===== config.mk =====
export PLATFORM = sky130hd
export DESIGN_NAME = complementary_waveform_unit
export DESIGN_NICKNAME = d
export VERILOG_FILES = /design/src/include/complementary_waveform_unit_pkg.sv /design/src/hdl/complementary_waveform_unit.sv
export SDC_FILE = /design/constraint.sdc
export NUM_CORES = 1
export LEC_CHECK = 0
export ABC_AREA = 1
export BUFFER_PORTS_ARGS = -buffer_cell sky130_fd_sc_hd__buf_2
export CELL_PAD_IN_SITES_DETAIL_PLACEMENT = 1
export CELL_PAD_IN_SITES_GLOBAL_PLACEMENT = 1
export CORE_UTILIZATION = 37
export DETAILED_ROUTE_END_ITERATION = 7
export HOLD_SLACK_MARGIN = 0.03
export PLACE_DENSITY_LB_ADDON = 0.2
export SETUP_SLACK_MARGIN = 0.4
export SLEW_MARGIN = 0
export SYNTH_ARGS = -nofsm -noshare
export SYNTH_HDL_FRONTEND = slang
export SYNTH_SLANG_ARGS = --single-unit

===== constraint.sdc =====
create_clock -name hclk -period 1.8 [get_ports hclk]
set_input_delay 0.27 -clock hclk [delete_from_list [all_inputs] [get_ports hclk]]
set_output_delay 0.27 -clock hclk [all_outputs]
set_load 0.1 [all_outputs]

===== src/include/complementary_waveform_unit_pkg.sv =====
// Package: register map, field layout, reset values and types of the complementary waveform unit
package complementary_waveform_unit_pkg;

    // Register byte addresses on the AHB-Lite bus
    localparam logic [31:0] OFF_MAIN_CONTROL = 32'h0000_0000;
    localparam logic [31:0] OFF_POLARITY_CONTROL = 32'h0000_0004;
    localparam logic [31:0] OFF_RISE_DEADBAND = 32'h0000_0008;
    localparam logic [31:0] OFF_FALL_DEADBAND = 32'h0000_000c;
    localparam logic [31:0] OFF_TRIP_OVERRIDE = 32'h0000_0010;
    localparam logic [31:0] OFF_TRIP_ENABLES = 32'h0000_0014;

    // Field positions
    localparam int POS_ENABLE = 7;
    localparam int POS_LOAD = 6;
    localparam int POS_INPUT_LEVEL = 5;
    localparam int POS_SHUTDOWN = 7;
    localparam int POS_RESTART = 6;
    localparam int POS_PAIR_TWO = 4;
    localparam int POS_PAIR_ONE = 2;

    // Reset values
    localparam logic [2:0] RST_MODE = 3'h0;
    localparam logic [3:0] RST_POLARITY = 4'h0;
    localparam logic [5:0] RST_DEADBAND = 6'h00;
    localparam logic [1:0] RST_OVERRIDE = 2'h1;
    localparam logic [4:0] RST_TRIP_ENABLES = 5'h00;
    localparam logic [2:0] TRIP_UNUSED_READ = 3'h7;

    // Mode codes
    localparam logic [2:0] MODE_STEER_ASYNC = 3'h0;
    localparam logic [2:0] MODE_STEER_SYNC = 3'h1;
    localparam logic [2:0] MODE_FULL_FORWARD = 3'h2;
    localparam logic [2:0] MODE_FULL_REVERSE = 3'h3;
    localparam logic [2:0] MODE_HALF_BRIDGE = 3'h4;
    localparam logic [2:0] MODE_PUSH_PULL = 3'h5;

    // Override level codes
    localparam logic [1:0] OVR_HIGH = 2'h3;
    localparam logic [1:0] OVR_LOW = 2'h2;
    localparam logic [1:0] OVR_TRISTATE = 2'h1;
    localparam logic [1:0] OVR_INACTIVE = 2'h0;

    // Latched AHB-Lite address phase
    typedef struct packed {
        logic valid;
        logic write;
        logic [31:0] addr;
    } bus_phase_t;

    // Drive of the four outputs, bit 0 = A .. bit 3 = D
    typedef struct packed {
        logic [3:0] level;
        logic [3:0] enable;
    } quad_drive_t;

endpackage


===== src/hdl/complementary_waveform_unit.sv =====
// Complementary waveform unit: AHB-Lite registers, dead-band engine, output modes and auto-shutdown
// Operation
// - Enable bit turns the generator on
// - Load request transfers buffers at next edge
// - Load request ignored unless already enabled
// - Mode codes select bridge and push-pull schemes
// - Steering codes valid, codes 110/111 reserved
// - Read-only bit shows input waveform level
// - Per-output polarity bit inverts the output
// - Six-bit rising dead-band count, upper zero
// - Six-bit falling dead-band count
// - Shutdown bit set by trip events
// - Software shutdown while disabled forces overrides
// - Overrides hold until next input rising edge
// - Restart bit selects automatic recovery
// - Pair two override codes for B and D
// - Pair one override codes for A and C
// - Five trip source enable bits
// - Auto restart clears shutdown once sources quiet
// - Active-low level trips block shutdown clearing
//
// The AHB-Lite register port and the address map were decided locally.
`timescale 1ns/100ps
module complementary_waveform_unit
    import complementary_waveform_unit_pkg::*;
(
    input wire logic hclk,
    input wire logic hresetn,
    input wire logic hsel,
    input wire logic [31:0] haddr,
    input wire logic [1:0] htrans,
    input wire logic hwrite,
    input wire logic [2:0] hsize,
    input wire logic [31:0] hwdata,
    input wire logic hready,
    output logic hreadyout,
    output logic hresp,
    output logic [31:0] hrdata,
    input wire logic waveform_in,
    input wire logic trip_pin_selector,
    input wire logic timer_two_postscaled,
    input wire logic comparator_one_output,
    input wire logic comparator_two_output,
    input wire logic logic_cell_two_output,
    output logic drive_output_a,
    output logic drive_output_a_oe,
    output logic drive_output_b,
    output logic drive_output_b_oe,
    output logic drive_output_c,
    output logic drive_output_c_oe,
    output logic drive_output_d,
    output logic drive_output_d_oe
);

    // Override level and enable for one output
    function automatic logic [1:0] override_drive(input logic [1:0] code, input logic invert);
        logic [1:0] res;
        res = 2'b10;
        unique case (code)
            OVR_HIGH: res = 2'b11;
            OVR_LOW: res = 2'b10;
            OVR_TRISTATE: res = 2'b00;
            OVR_INACTIVE: res = {1'b1, invert};
        endcase
        return res;
    endfunction

    // Registers
    logic enable;
    logic buffer_load_request;
    logic [2:0] mode;
    logic [3:0] polarity;
    logic [5:0] rise_deadband_count;
    logic [5:0] fall_deadband_count;
    logic shutdown;
    logic restart;
    logic [1:0] override_level_pair_two;
    logic [1:0] override_level_pair_one;
    logic [4:0] trip_enables;
    logic [5:0] active_rise;
    logic [5:0] active_fall;

    // Bus
    bus_phase_t phase;
    logic read_wait;
    wire logic take = hsel & htrans[1] & hready;
    wire logic wr = phase.valid & phase.write;
    wire logic wr_main = wr & (phase.addr == OFF_MAIN_CONTROL);
    wire logic wr_pol = wr & (phase.addr == OFF_POLARITY_CONTROL);
    wire logic wr_rise = wr & (phase.addr == OFF_RISE_DEADBAND);
    wire logic wr_fall = wr & (phase.addr == OFF_FALL_DEADBAND);
    wire logic wr_trip = wr & (phase.addr == OFF_TRIP_OVERRIDE);
    wire logic wr_tren = wr & (phase.addr == OFF_TRIP_ENABLES);

    always_ff @(posedge hclk or negedge hresetn) begin
        if (!hresetn) begin
            phase <= '0;
            read_wait <= 1'b0;
            hreadyout <= 1'b1;
            hresp <= 1'b0;
        end else begin
            phase <= '{valid: take, write: hwrite, addr: haddr};
            read_wait <= take & ~hwrite;
            hreadyout <= ~(take & ~hwrite);
            hresp <= 1'b0;
        end
    end

    // Input synchronisers: three stages, change accepted when stages two and three agree
    logic [5:0] sync_1;
    logic [5:0] sync_2;
    logic [5:0] sync_3;
    logic [5:0] filtered;
    logic input_prev;
    wire logic [5:0] raw_inputs = {logic_cell_two_output, comparator_two_output, comparator_one_output,
                                   timer_two_postscaled, trip_pin_selector, waveform_in};
    wire logic [5:0] next_filtered = (sync_2 == sync_3) ? sync_3 : filtered;

    always_ff @(posedge hclk or negedge hresetn) begin
        if (!hresetn) begin
            sync_1 <= 6'h3e;
            sync_2 <= 6'h3e;
            sync_3 <= 6'h3e;
            filtered <= 6'h3e;
            input_prev <= 1'b0;
        end else begin
            sync_1 <= raw_inputs;
            sync_2 <= sync_1;
            sync_3 <= sync_2;
            filtered <= next_filtered;
            input_prev <= filtered[0];
        end
    end

    wire logic input_level = filtered[0];
    wire logic rise_evt = input_level & ~input_prev;
    wire logic fall_evt = ~input_level & input_prev;
    wire logic trip_active = |(trip_enables & ~filtered[5:1]);

    // Read mux
    wire logic [7:0] rd_main = {enable, buffer_load_request, 3'h0, mode};
    wire logic [7:0] rd_pol = {2'h0, input_level, 1'b0, polarity};
    wire logic [7:0] rd_rise = {2'h0, rise_deadband_count};
    wire logic [7:0] rd_fall = {2'h0, fall_deadband_count};
    wire logic [7:0] rd_trip = {shutdown, restart, override_level_pair_two, override_level_pair_one, 2'h0};
    wire logic [7:0] rd_tren = {TRIP_UNUSED_READ, trip_enables};
    wire logic [7:0] rd_sel = (phase.addr == OFF_MAIN_CONTROL) ? rd_main :
                              (phase.addr == OFF_POLARITY_CONTROL) ? rd_pol :
                              (phase.addr == OFF_RISE_DEADBAND) ? rd_rise :
                              (phase.addr == OFF_FALL_DEADBAND) ? rd_fall :
                              (phase.addr == OFF_TRIP_OVERRIDE) ? rd_trip :
                              (phase.addr == OFF_TRIP_ENABLES) ? rd_tren : 8'h00;

    always_ff @(posedge hclk or negedge hresetn) begin
        if (!hresetn) begin
            hrdata <= 32'h0000_0000;
        end else if (read_wait) begin
            hrdata <= {24'h00_0000, rd_sel};
        end
    end

    // Buffer load: set only if already enabled, cleared by hardware at an input event
    wire logic load_event = enable & buffer_load_request & (rise_evt | fall_evt);
    wire logic load_set = wr_main & enable & hwdata[POS_LOAD] & hwdata[POS_ENABLE];
    wire logic next_enable = wr_main ? hwdata[POS_ENABLE] : enable;
    wire logic next_load = next_enable & (load_set | (buffer_load_request & ~load_event));

    // Shutdown: trip events set it and win over any clear
    wire logic sw_shutdown = wr_trip ? hwdata[POS_SHUTDOWN] : shutdown;
    wire logic auto_clear = restart & ~wr_trip;
    wire logic next_shutdown = trip_active | (sw_shutdown & ~auto_clear);

    always_ff @(posedge hclk or negedge hresetn) begin
        if (!hresetn) begin
            enable <= 1'b0;
            buffer_load_request <= 1'b0;
            mode <= RST_MODE;
            polarity <= RST_POLARITY;
            rise_deadband_count <= RST_DEADBAND;
            fall_deadband_count <= RST_DEADBAND;
            shutdown <= 1'b0;
            restart <= 1'b0;
            override_level_pair_two <= RST_OVERRIDE;
            override_level_pair_one <= RST_OVERRIDE;
            trip_enables <= RST_TRIP_ENABLES;
        end else begin
            enable <= next_enable;
            buffer_load_request <= next_load;
            shutdown <= next_shutdown;
            if (wr_main) begin
                mode <= hwdata[2:0];
            end
            if (wr_pol) begin
                polarity <= hwdata[3:0];
            end
            if (wr_rise) begin
                rise_deadband_count <= hwdata[5:0];
            end
            if (wr_fall) begin
                fall_deadband_count <= hwdata[5:0];
            end
            if (wr_trip) begin
                restart <= hwdata[POS_RESTART];
                override_level_pair_two <= hwdata[POS_PAIR_TWO +: 2];
                override_level_pair_one <= hwdata[POS_PAIR_ONE +: 2];
            end
            if (wr_tren) begin
                trip_enables <= hwdata[4:0];
            end
        end
    end

    // Active dead-band counts follow the buffers while disabled, else on a load event
    always_ff @(posedge hclk or negedge hresetn) begin
        if (!hresetn) begin
            active_rise <= RST_DEADBAND;
            active_fall <= RST_DEADBAND;
        end else if (!enable || load_event) begin
            active_rise <= rise_deadband_count;
            active_fall <= fall_deadband_count;
        end
    end

    // Dead-band engine: A side follows rising events, B side falling events
    logic a_act;
    logic b_act;
    logic pend_a;
    logic pend_b;
    logic [5:0] db_cnt;
    logic next_a_act;
    logic next_b_act;
    logic next_pend_a;
    logic next_pend_b;
    logic [5:0] next_db_cnt;

    always_comb begin
        next_a_act = a_act;
        next_b_act = b_act;
        next_pend_a = pend_a;
        next_pend_b = pend_b;
        next_db_cnt = db_cnt;
        if (rise_evt) begin
            next_b_act = 1'b0;
            next_pend_b = 1'b0;
            next_a_act = (active_rise == 6'h00);
            next_pend_a = (active_rise != 6'h00);
            next_db_cnt = active_rise;
        end else if (fall_evt) begin
            next_a_act = 1'b0;
            next_pend_a = 1'b0;
            next_b_act = (active_fall == 6'h00);
            next_pend_b = (active_fall != 6'h00);
            next_db_cnt = active_fall;
        end else if (db_cnt != 6'h00) begin
            next_db_cnt = db_cnt - 6'h01;
            if (db_cnt == 6'h01) begin
                next_a_act = pend_a | a_act;
                next_b_act = pend_b | b_act;
                next_pend_a = 1'b0;
                next_pend_b = 1'b0;
            end
        end
    end

    always_ff @(posedge hclk or negedge hresetn) begin
        if (!hresetn) begin
            a_act <= 1'b0;
            b_act <= 1'b0;
            pend_a <= 1'b0;
            pend_b <= 1'b0;
            db_cnt <= 6'h00;
        end else begin
            a_act <= next_a_act;
            b_act <= next_b_act;
            pend_a <= next_pend_a;
            pend_b <= next_pend_b;
            db_cnt <= next_db_cnt;
        end
    end

    // Push-pull phase and override hold after shutdown
    logic pp_phase;
    logic override_hold;
    wire logic next_hold = shutdown | (override_hold & ~rise_evt);

    always_ff @(posedge hclk or negedge hresetn) begin
        if (!hresetn) begin
            pp_phase <= 1'b0;
            override_hold <= 1'b0;
        end else begin
            pp_phase <= rise_evt ? ~pp_phase : pp_phase;
            override_hold <= next_hold;
        end
    end

    // Mode decode, bit order D C B A
    logic [3:0] core;
    always_comb begin
        core = 4'h0;
        unique case (mode)
            MODE_STEER_ASYNC, MODE_STEER_SYNC: core = {4{input_level}};
            MODE_FULL_FORWARD: core = {a_act, 2'b00, 1'b1};
            MODE_FULL_REVERSE: core = {1'b0, 1'b1, a_act, 1'b0};
            MODE_HALF_BRIDGE: core = {b_act, a_act, b_act, a_act};
            MODE_PUSH_PULL: core = {a_act & pp_phase, a_act & ~pp_phase, a_act & pp_phase, a_act & ~pp_phase};
            default: core = 4'h0;
        endcase
    end

    wire logic overriding = shutdown | override_hold;
    wire logic [1:0] ovr_a = override_drive(override_level_pair_one, polarity[0]);
    wire logic [1:0] ovr_b = override_drive(override_level_pair_two, polarity[1]);
    wire logic [1:0] ovr_c = override_drive(override_level_pair_one, polarity[2]);
    wire logic [1:0] ovr_d = override_drive(override_level_pair_two, polarity[3]);
    wire quad_drive_t ovr_drive = '{level: {ovr_d[0], ovr_c[0], ovr_b[0], ovr_a[0]},
                                    enable: {ovr_d[1], ovr_c[1], ovr_b[1], ovr_a[1]}};
    wire quad_drive_t run_drive = '{level: core ^ polarity, enable: 4'hf};
    wire quad_drive_t next_drive = overriding ? ovr_drive :
                                   enable ? run_drive : quad_drive_t'{level: 4'h0, enable: 4'h0};

    always_ff @(posedge hclk or negedge hresetn) begin
        if (!hresetn) begin
            {drive_output_d, drive_output_c, drive_output_b, drive_output_a} <= 4'h0;
            {drive_output_d_oe, drive_output_c_oe, drive_output_b_oe, drive_output_a_oe} <= 4'h0;
        end else begin
            {drive_output_d, drive_output_c, drive_output_b, drive_output_a} <= next_drive.level;
            {drive_output_d_oe, drive_output_c_oe, drive_output_b_oe, drive_output_a_oe} <= next_drive.enable;
        end
    end
endmodule // complementary_waveform_unit


# --- Yosys cells after proc, flatten, opt, wreduce, memory -nomap -nowiden ---
# Cells that the tools add are included.
classes:
  add_sub_neg: 1
  n_eq_ne: 18
  muxes: 32
  bitwise: 43
  n_reduce_logical: 16
ops:
  columns: ["operator", "count"]
  rows:
  - ["32-bit by 4-bit equality test with 1-bit output, second input constant", 2]
  - ["32-bit by 5-bit equality test with 1-bit output, second input constant", 2]
  - ["8-bit two-way mux", 8]
  - ["32-bit by 3-bit equality test with 1-bit output, second input constant", 1]
  - ["32-bit zero test", 1]
  - ["2-bit case mux with 4 select lines", 4]
  - ["1-bit bitwise AND", 24]
  - ["4-bit case mux with 5 select lines", 1]
  - ["6-bit two-way mux", 3]
  - ["6-bit nonzero test", 3]
  - ["1-bit two-way mux", 16]
  - ["6-bit zero test", 2]
  - ["1-bit inverter", 9]
  - ["2-bit equality test, second input constant", 4]
  - ["1-bit OR", 7]
  - ["3-bit by 2-bit equality test with 1-bit output, second input constant", 2]
  - ["3-bit equality test, second input constant", 2]
  - ["6-bit by 1-bit equality test with 1-bit output, second input constant", 1]
  - ["6-bit equality test", 1]
  - ["3-bit nonzero test", 2]
  - ["6-bit by 1-bit subtractor with 6-bit output, second input constant", 1]
  - ["5-bit bitwise AND", 1]
  - ["5-bit inverter", 1]
  - ["5-bit OR reduction", 1]
  - ["other kinds (9)", 11]
totals:
  regBits: 133
  inputBits: 80
  out_inout_bits: 42
  elab_cells: 149

# --- Logic depth before layout (Yosys ltp) ---
# Gate-level depths: netlist of the first run.
logic_depth:
  word_depth: 8
  depth_mapped: 13
  depth_no_buf: 13

# --- Least setup slack after synthesis of the first run ---
# OpenSTA, ideal clock, no wires.
synth_timing:
  path_kind: "reg2reg"
  startpoint: "reg filtered[0]"
  endpoint: "reg active_fall[1]"
  setup_ns: 0.125
  t_arrival_ns: 1.575
  required_time_ns: 1.675
  slack_ns: 0.100
  stages_incl_launch_ff: 8
  n_path_buf: 1
  synth_period_minus_slack_ns: 1.700
  path_cell_list: "dfrtp_1 -> inv_1 -> ha_1 -> inv_1 -> nand2_1 -> nand2_1 -> clkbuf_1 -> mux2_2"
synth_via:
  elab_chain_cells: 5
  elab_cells_between_ends: 6
  cone_classes: "bitwise (5); reduce/logical (1)"
synth_rtl:
  columns: ["item", "line_no", "rtl"]
  rows:
  - ["from (decl)", "complementary_waveform_unit.sv:113", "logic [5:0] filtered;"]
  - ["from (signal assigned)", "complementary_waveform_unit.sv:130", "filtered <= next_filtered;"]
  - ["1-bit inverter", "complementary_waveform_unit.sv:137", "wire logic fall_evt = ~input_level & input_prev;"]
  - ["1-bit bitwise AND", "complementary_waveform_unit.sv:137", null]
  - ["1-bit OR *", "complementary_waveform_unit.sv:163", "wire logic load_event = enable & buffer_load_request & (rise_evt | fall_evt);"]
  - ["1-bit bitwise AND *", "complementary_waveform_unit.sv:163", null]
  - ["1-bit logical OR *", "complementary_waveform_unit.sv:218", "end else if (!enable || load_event) begin"]
  - ["to (signal assigned)", "complementary_waveform_unit.sv:220", "active_fall <= fall_deadband_count;"]
  - ["to (decl)", "complementary_waveform_unit.sv:81", "logic [5:0] active_fall;"]
# Mark *: on every way between the ends. The rest lies on a longest branch, timed or not.
# A chain may end at the register's enable or synchronous reset.

# --- Worst setup path after layout of the first run ---
layout_timing:
  startpoint: "reg phase[7] (netlist bit)"
  endpoint: "reg restart"
layout_via:
  elab_chain_cells: 2
layout_rtl:
  columns: ["item", "line_no", "rtl"]
  rows:
  - ["from (decl)", "complementary_waveform_unit.sv:84", "bus_phase_t phase;"]
  - ["from (signal assigned)", "complementary_waveform_unit.sv:102", "phase <= '{valid: take, write: hwrite, addr: haddr};"]
  - ["32-bit by 5-bit equality test with 1-bit output", "complementary_waveform_unit.sv:92", "wire logic wr_trip = wr & (phase.addr == OFF_TRIP_OVERRIDE);"]
  - ["1-bit bitwise AND", "complementary_waveform_unit.sv:92", null]
  - ["to (signal assigned)", "complementary_waveform_unit.sv:203", "restart <= hwdata[POS_RESTART];"]
  - ["to (decl)", "complementary_waveform_unit.sv:76", "logic restart;"]
# Every way passes these cells.

==> results of run 1 <==
[cell usage in the layout, fill, tap and decap left out, types with 9 or more instances in the layout]
master / count
buf_6: 13
nor2_4: 16
conb_1: 25
nor2_2: 17
dfstp_2: 23
o21a_1: 9
a21oi_1: 11
nand2_4: 9
nand2_2: 37
inv_1: 67
o21ai_0: 10
clkbuf_16: 18
nand2_1: 91
dlygate4sd3_1: 40
o21ai_2: 19
dfrtp_1: 103
inv_2: 9
buf_4: 41
o21ai_1: 28
nand3_1: 14
nor2_1: 42
buf_2: 50
[worst max-delay path, delay by kind of cell, from the launching register on]
kind	cells	cell delay, ns
AND/OR/NAND/NOR	6	0.76
flip-flops	1	0.41
multiplexers	1	0.29
buffers and inverters	1	0.15
[final cells by class]
cell class / count / area (µm²) / area share
multi-input cells: 406 / 2660 / 0.319
repair buffers: 148 / 1180 / 0.141
clock inverters: 10 / 93.8 / 0.0113
flip-flops and latches: 131 / 3310 / 0.397
well taps: 211 / 264 / 0.0317
inverters: 83 / 334 / 0.0401
clock buffers: 22 / 495 / 0.0594
[stage by stage]
stage          total power (µW)  area, µm²  hold slack (ns)  TNS (ns)  utilization
2_1_floorplan              4500       5970          -0.0256         0            -
3_3_place_gp               4880       6440            0.116         0        0.422
3_5_place_dp               4960       6440            0.121         0        0.422
4_1_cts                    8780       7820           0.0731         0        0.512
5_1_grt                    9310       8340           0.0963   -0.0186        0.547
6_report                   8940       8340           0.0914         0        0.547
[sequential cells by signal, indices dropped and copies added, names as in the netlist, 3 cells and up]
register             count
phase                   34
hrdata                   8
active_fall              6
active_rise              6
db_cnt                   6
fall_deadband_count      6
filtered                 6
rise_deadband_count      6
sync_1                   6
sync_2                   6
sync_3                   6
trip_enables             5
polarity                 4
mode                     3
[Yosys cell counts, drive strengths merged]
library cell	number	area (µm²)
ha	4	50.1
nand4	2	12.5
nand3	23	130
or2	2	12.5
nor3b	1	7.51
o31ai	2	15.0
conb	1	3.75
nand2	138	553
o21a	9	67.6
and3	1	6.26
nor2	74	355
o211ai	2	15.0
a211oi	2	15.0
clkinv	1	3.75
o22ai	7	43.8
inv	82	310
clkbuf	5	18.8
mux2	4	45.0
nor4	5	46.3
o21ai	57	297
a31oi	1	6.26
nand3b	1	7.51
dfrtp	108	2700
dfstp	23	604
a41oi	1	8.76
nor3	12	60.1
xnor2	2	17.5
a21oi	18	90.1
buf	29	219
xor2	7	61.3
[logic make-up (layout without fill, tap and decap cells)]
family / count (synthesis) / in the layout / synth area share
DFF: 131 / 131 / 0.572
muxes: 4 / 4 / 0.00778
buffers and inverters: 117 / 263 / 0.0954
AOI/OAI and AO/OA: 99 / 99 / 0.0965
and+or+nand+nor: 259 / 265 / 0.206
xor gates and xnor gates: 9 / 9 / 0.0136
other: 1 / 25 / 0.000648
adders and majority gates: 4 / 4 / 0.00865
[layer usage]
metal  wire length, µm  vias up
met5                 0        -
met4               303        0
met3               428       25
met2              9370       98
met1              7000     2399
li1                  -     2279
[power groups by stage]
stage	registers, µW	logic [µW]	clock network [µW]
6_report	3430	2110	3400
5_1_grt	3460	2260	3590
3_5_place_dp	3460	1500	0
4_1_cts	3420	1900	3460
2_1_floorplan	3480	1020	0
3_3_place_gp	3440	1430	0
[worst max-delay path by stage]
stage	end	slack [ns]	cells past startpoint
after floorplan	db_cnt[4]	0.34	9
after global placement	hrdata[5]	0.12	11
after detailed placement	restart	0.07	7
after CTS	hrdata[1]	0.1	10
after global routing	hrdata[2]	-0.02	12
final	restart	0.09	8
[what timing repair did]
item | CTS | global route
hold buffers | 40 | 0
endpoints found under the setup margin | 85 | 73
setup buffers | 14 | 13
gates cloned | 5 | 2
pin swaps | 25 | 34
resized for setup | 84 | 140
hold endpoints to repair | 148 | 0
==> results.md, run 1 <==
* Post-route insts no fill at 1011
* DP Worst Slack at 0.0710 ns
* Routed via count at 4801
* Std cell rows at 45
* Synth cell types at 42
* CTS max path bufs at 2
* LEAKAGE at 0.00408 µW
* Type of origin of the critical path: flop
* CTS clock-pin slew for the worst setup and hold paths at 0.06 ns
* Setup violations, final at 0
* Clk pwr share at 0.380
* Combinational fraction of design power at 0.236
* GRT Resource Usage Total at 0.214
* Hold Vio Cnt, Final at 0
* Synthesized area per cell at 9.27 µm²
* Total Routed Length at 17100 µm
* Fmax at 583 MHz
* Post-DP HPWL at 10600 µm
* Internal power at 6180 µW
* Status: finished clean
* Fin. max-slew vios at 0
* Starting DRC count in detailed routing at 165
* Hold_sp: hready
* Crit-path slowest cell: dfrtp_1
* Sw Share at 0.309
* Clock sink total at 131
* Cell Area, Synth at 5790 µm²
* Fillers at 1702
* Die X-Extent at 127 µm
* Worst setup EP type: flop
* Antenna violations before repair at 0
* GRT overflow at 0
* Placer Congestion at 0.856
* CTS tree: done
* Layout cell share with drive strength beyond 1 at 0.408
* WL/cell at 16.9 µm
* RSZ-0062 raised after global routing: yes
* Vias in the first global route at 5223
* PD cells at 1070 nW/µm²
* Setup CP Type: flop to flop
* Ports at 122
* Minimum clock period at 1.71 ns
* Clk_skew at 0.0106 ns
* Port buffer count at 68
* Insertion delay of the later-clocked pin in the worst-skew pair at 0.42 ns
* Power share of the sequential group at 0.384
* #FFs+latches synth at 131
* Met2 Use GR at 0.391
* Worst-path maximum fanout at 7
* Core area at 15300 µm²
* Hold EP: phase[33]
* H-tree Lvls at 4
* Worst path cell trace: nor2_4 > nand3_2 > nor2_2 > nand2_2 > nor2_4 > buf_6 > nand2_8 > mux2_2
* First-pass GRT wire length at 26300 µm
* Worst Hold Class: primary input to flop
* Grt met1 use at 0.247
* Met3 usage at 0.0415
* Worst VDD drop at 0.000599 V
* Crit path launch: phase[7]
* Mapped Cells at 624
* ANT cells at 0
* # nets final at 871
* Sequential share of the synthesized area at 0.572
* Post-layout worst setup margin at 0.0852 ns
* P_sw at 2760 µW
* Worst path max stage delay at 0.41 ns
* Cts bufs inserted at 17
* Hold path depth at 3
* Initial core utilization at 0.379
* # placed instances at 905
* Crit path required time at 2.10 ns
* R2R Setup Slk at 0.09 ns
* Residual DRC at 0
* Max_cap viols at 0
* YS warnings at 0
* Root Driver: clkbuf_16
* Gr busiest metal: met2
* Critical Path AT at 2.01 ns
* Die area at 16100 µm²
* CP most frequent cell: nor2_4
* DR pass1 iterations at 4
* Worst reg2reg startpoint: phase[7]
* Final worst path period share at 0.953
* Largest net degree at the start of global routing at 63
* R2r worst-path depth at 8
* Synthesis-to-finish area growth at 44.2%
* Via/cell ratio at 4.75
* Die Y at 127 µm
* Post-route ant nets at 0
* Reg2reg end: restart
No activity file was read; power rests on OpenSTA's default activity.
==> run 2, diff against run 1 <==
ABC_AREA = unset   (was 1)
CORE_UTILIZATION = 39   (was 37)
==> run 2 against run 1 <==
The flow now finishes with violations (negative setup slack). Count of clock-buffer cells in the layout is 3 lower. Critical path depth stayed put. Die area is 9.1% lower. Clock skew is 0.0066 ns higher. Synthesized cell count is 27% lower. Sequential power is 1% higher. Via count is 11% lower. Setup slack worse by 0.38 ns. Global-route usage is 3.0 points higher. First-iteration DRC count is 4.8% higher. Worst hold slack better by 0.037 ns. Area after synthesis is 4.3% lower.
==> results.md, run 2 <==
* Synth top area share at 0.488 (+0.0211)
* WL/cell at 20.4 µm (+21%)
* Antenna violations before repair at 0 (unchanged)
* Fraction of registers with async set/reset at 1.00 (unchanged)
* Mapped Cells at 455 (-27%)
* Type of origin of the critical path: flop
* LEAKAGE at 0.00382 µW (-6.2%)
* First-pass GRT wire length at 25900 µm (-1.3%)
* Worst reg2reg startpoint: phase[12]
* PD cells at 1090 nW/µm² (+1.6%)
* Ports at 122 (unchanged)
* Initial core utilization at 0.399 (+0.0196)
* Die area at 14700 µm² (-9.1%)
* Worst slew margin at 0.613
* Total power at 9060 µW (+1.3%)
* Worst-path maximum fanout at 4 (-3)
* Residual DRC at 0 (unchanged)
* Crit path required time at 2.16 ns (+0.06 ns)
* Die X-Extent at 121 µm (-4.7%)
* GRT overflow at 0 (unchanged)
* Vias in the first global route at 4822 (-7.7%)
* Clk_skew at 0.0172 ns (+0.00659 ns)
* Total Routed Length at 16900 µm (-1.1%)
* Multiplexer area fraction after synthesis at 0.112 (+0.104)
* CTS max path bufs at 2 (unchanged)
* Layout cell share with drive strength beyond 1 at 0.494 (+0.0863)
* Synth Area in XOR/XNOR at 0.0174 (+0.00378)
* Clock sink total at 131 (unchanged)
* Crit path launch: phase[12]
* # nets final at 719 (-17%)
* H-tree Lvls at 4 (unchanged)
* CTS clock-pin slew for the worst setup and hold paths at 0.07 ns (about the same)
* Area leader, netlist: dfrtp_1
* Final worst path period share at 1.16 (+0.210)
* Insertion delay of the later-clocked pin in the worst-skew pair at 0.43 ns (about the same)
* Post-layout worst setup margin at -0.293 ns (-0.378 ns)
* RSZ-0062 raised after global routing: yes
* Root Driver: clkbuf_16
* Cts bufs inserted at 17 (unchanged)
* Routed via count at 4250 (-11%)
* Synth cell count leaders: 108 x dfrtp_1, 48 x mux2_2, 33 x nand2_1
* Core area at 13900 µm² (-9.0%)
* Fin. max-slew vios at 0 (unchanged)
* Worst-margin pin slew at 0.581 ns
* ANT cells at 0 (unchanged)
* Status: complete, but fails checks
* Hold_sp: hwdata[5]
* DR pass1 iterations at 4 (unchanged)
* Simple-gate share of the synthesized area at 0.117 (-0.0886)
* Top flop regs: phase: 34 flops, hrdata: 8 flops
* Top_reg_cell synth: dfrtp_1
* Sequential share of the synthesized area at 0.597 (+0.0258)
* Synthesis-to-finish area growth at 50.3%
* #FFs+latches synth at 131 (unchanged)
* Worst VDD drop at 0.000989 V (+65%)
* Worst Hold Class: primary input to flop
* Die Y at 121 µm (-4.7%)
* Minimum clock period at 2.09 ns (+0.378 ns)
* Max reg flops at 34 (unchanged)
* Port buffer count at 68 (unchanged)
* DP Worst Slack at -0.417 ns (-0.488 ns)
* Post-route ant nets at 0 (unchanged)
* Setup violations, final at 40 (+40)
* Failing checks: negative setup slack
* Std cell rows at 43 (-4.4%)
* Max_cap viols at 0 (unchanged)
* Worst setup EP type: flop
* Synth cell types at 49 (+17%)
* Largest net degree at the start of global routing at 41 (-35%)
* Fmax at 478 MHz (-18%)
* Critical Path AT at 2.46 ns (+0.45 ns)
* Most common cell after layout, fill and taps aside: dfrtp_1
* Synthesized area per cell at 12.2 µm² (+31%)
* Starting DRC count in detailed routing at 173 (+4.8%)
* Via/cell ratio at 5.13 (+8.1%)
* Fillers at 1404 (-18%)
* Largest register by flop count: phase
* Post-DP HPWL at 10200 µm (-3.9%)
* Hold Vio Cnt, Final at 0 (unchanged)
* Cell with the most instances after synthesis: dfrtp_1
* EDFF count, synth at 0 (unchanged)
* Cell Area, Synth at 5540 µm² (-4.3%)
* GRT Resource Usage Total at 0.244 (+0.0302)
* CTS tree: done
* Top cells by area, synth: dfrtp_1 49%, dfstp_2 11%, mux2_2 9.8%
* Placer Congestion at 0.798 (-6.7%)
* Setup CP Type: flop to flop
* Compound-cell area share of the yosys netlist at 0.0857 (-0.0108)
* Largest family of logic cells by synthesized area: simple AND/OR/NAND/NOR gates
* YS warnings at 0 (unchanged)
* Most frequent cells in the layout: 99 x dfrtp_1, 58 x buf_4, 50 x buf_2
* Adder-cell share of the synthesized area at 0.00904 (+0.000391)
-- run 2: cell type report --
cell class	count	area, µm²	area share
clock buffers	19	443	0.0532
clock inverters	13	100	0.0120
inverters	18	73.8	0.00887
multi-input cells	287	2640	0.317
flip-flops and latches	131	3320	0.399
well taps	180	225	0.0271
repair buffers	180	1520	0.183
-- run 2: metrics by stage --
stage,cells,setup TNS [ns],util,hold WS (ns),area [µm²]
final,828,-9.44,0.599,0.128,8320
after global routing,828,-12.32,0.599,0.117,8320
after CTS,817,-8.01,0.574,0.102,7960
after detailed placement,717,-10.20,0.458,0.294,6350
after global placement,717,-7.25,0.458,0.289,6350
after floorplan,479,-2.36,-,-0.0256,5790
-- run 2: power by group --
part	total [µW]	internal [µW]	switching [µW]
combinational	2380	1080	1300
clock	3200	1820	1380
sequential	3470	3230	244
-- run 2: cell families (layout without fill, tap and decap cells) --
logic type | Yosys count | in the layout
flip-flops | 131 | 131
AND/OR/NAND/NOR | 118 | 118
AO/OA/AOI/OAI | 73 | 73
buffers and inverters | 61 | 230
multiplexers | 56 | 56
XOR/XNOR | 11 | 11
adder cells (fa/ha/maj) | 4 | 4
other | 1 | 25
-- run 2: path summary, 6_finish.rpt --
check / end / slack, ns / cells after the start
setup / recovery: hrdata[7] / -0.29 / 8
hold / removal: rise_deadband_count[5] / 0.13 / 2
setup reg to reg: hrdata[7] / -0.29 / 8
hold reg to reg: sync_2[0] / 0.35 / 0
max in group asynchronous: mode[0] / 0.74 / 3
min in group asynchronous: db_cnt[4] / 0.38 / 2
-- run 2: critical path, cell delays in order, from the launching register on --
cell and delay [ns]:
dfrtp_1 0.40, nor4_2 0.30, nand4_1 0.19, or2_4 0.31, buf_12 0.14, buf_6 0.10, buf_8 0.12, a2111oi_4 0.33
a21o_1 0.12
-- run 2: metal layers --
layer  track usage  wire length, µm  up-vias
li1              -                -     1924
met1         0.271             6480     2172
met2         0.429             9200      120
met3        0.0625              728       34
met4         0.127              503        0
met5             0                0        -
-- run 2: repair_timing --
| item | in CTS | in global routing |
|---|---|---|
| pin swaps | 28 | 24 |
| gates resized for setup | 110 | 61 |
| hold endpoints to repair | 73 | 0 |
| buffers inserted | 27 | 11 |
| gates cloned | 1 | 0 |
| hold buffers | 40 | 0 |
| setup endpoints to repair | 88 | 75 |
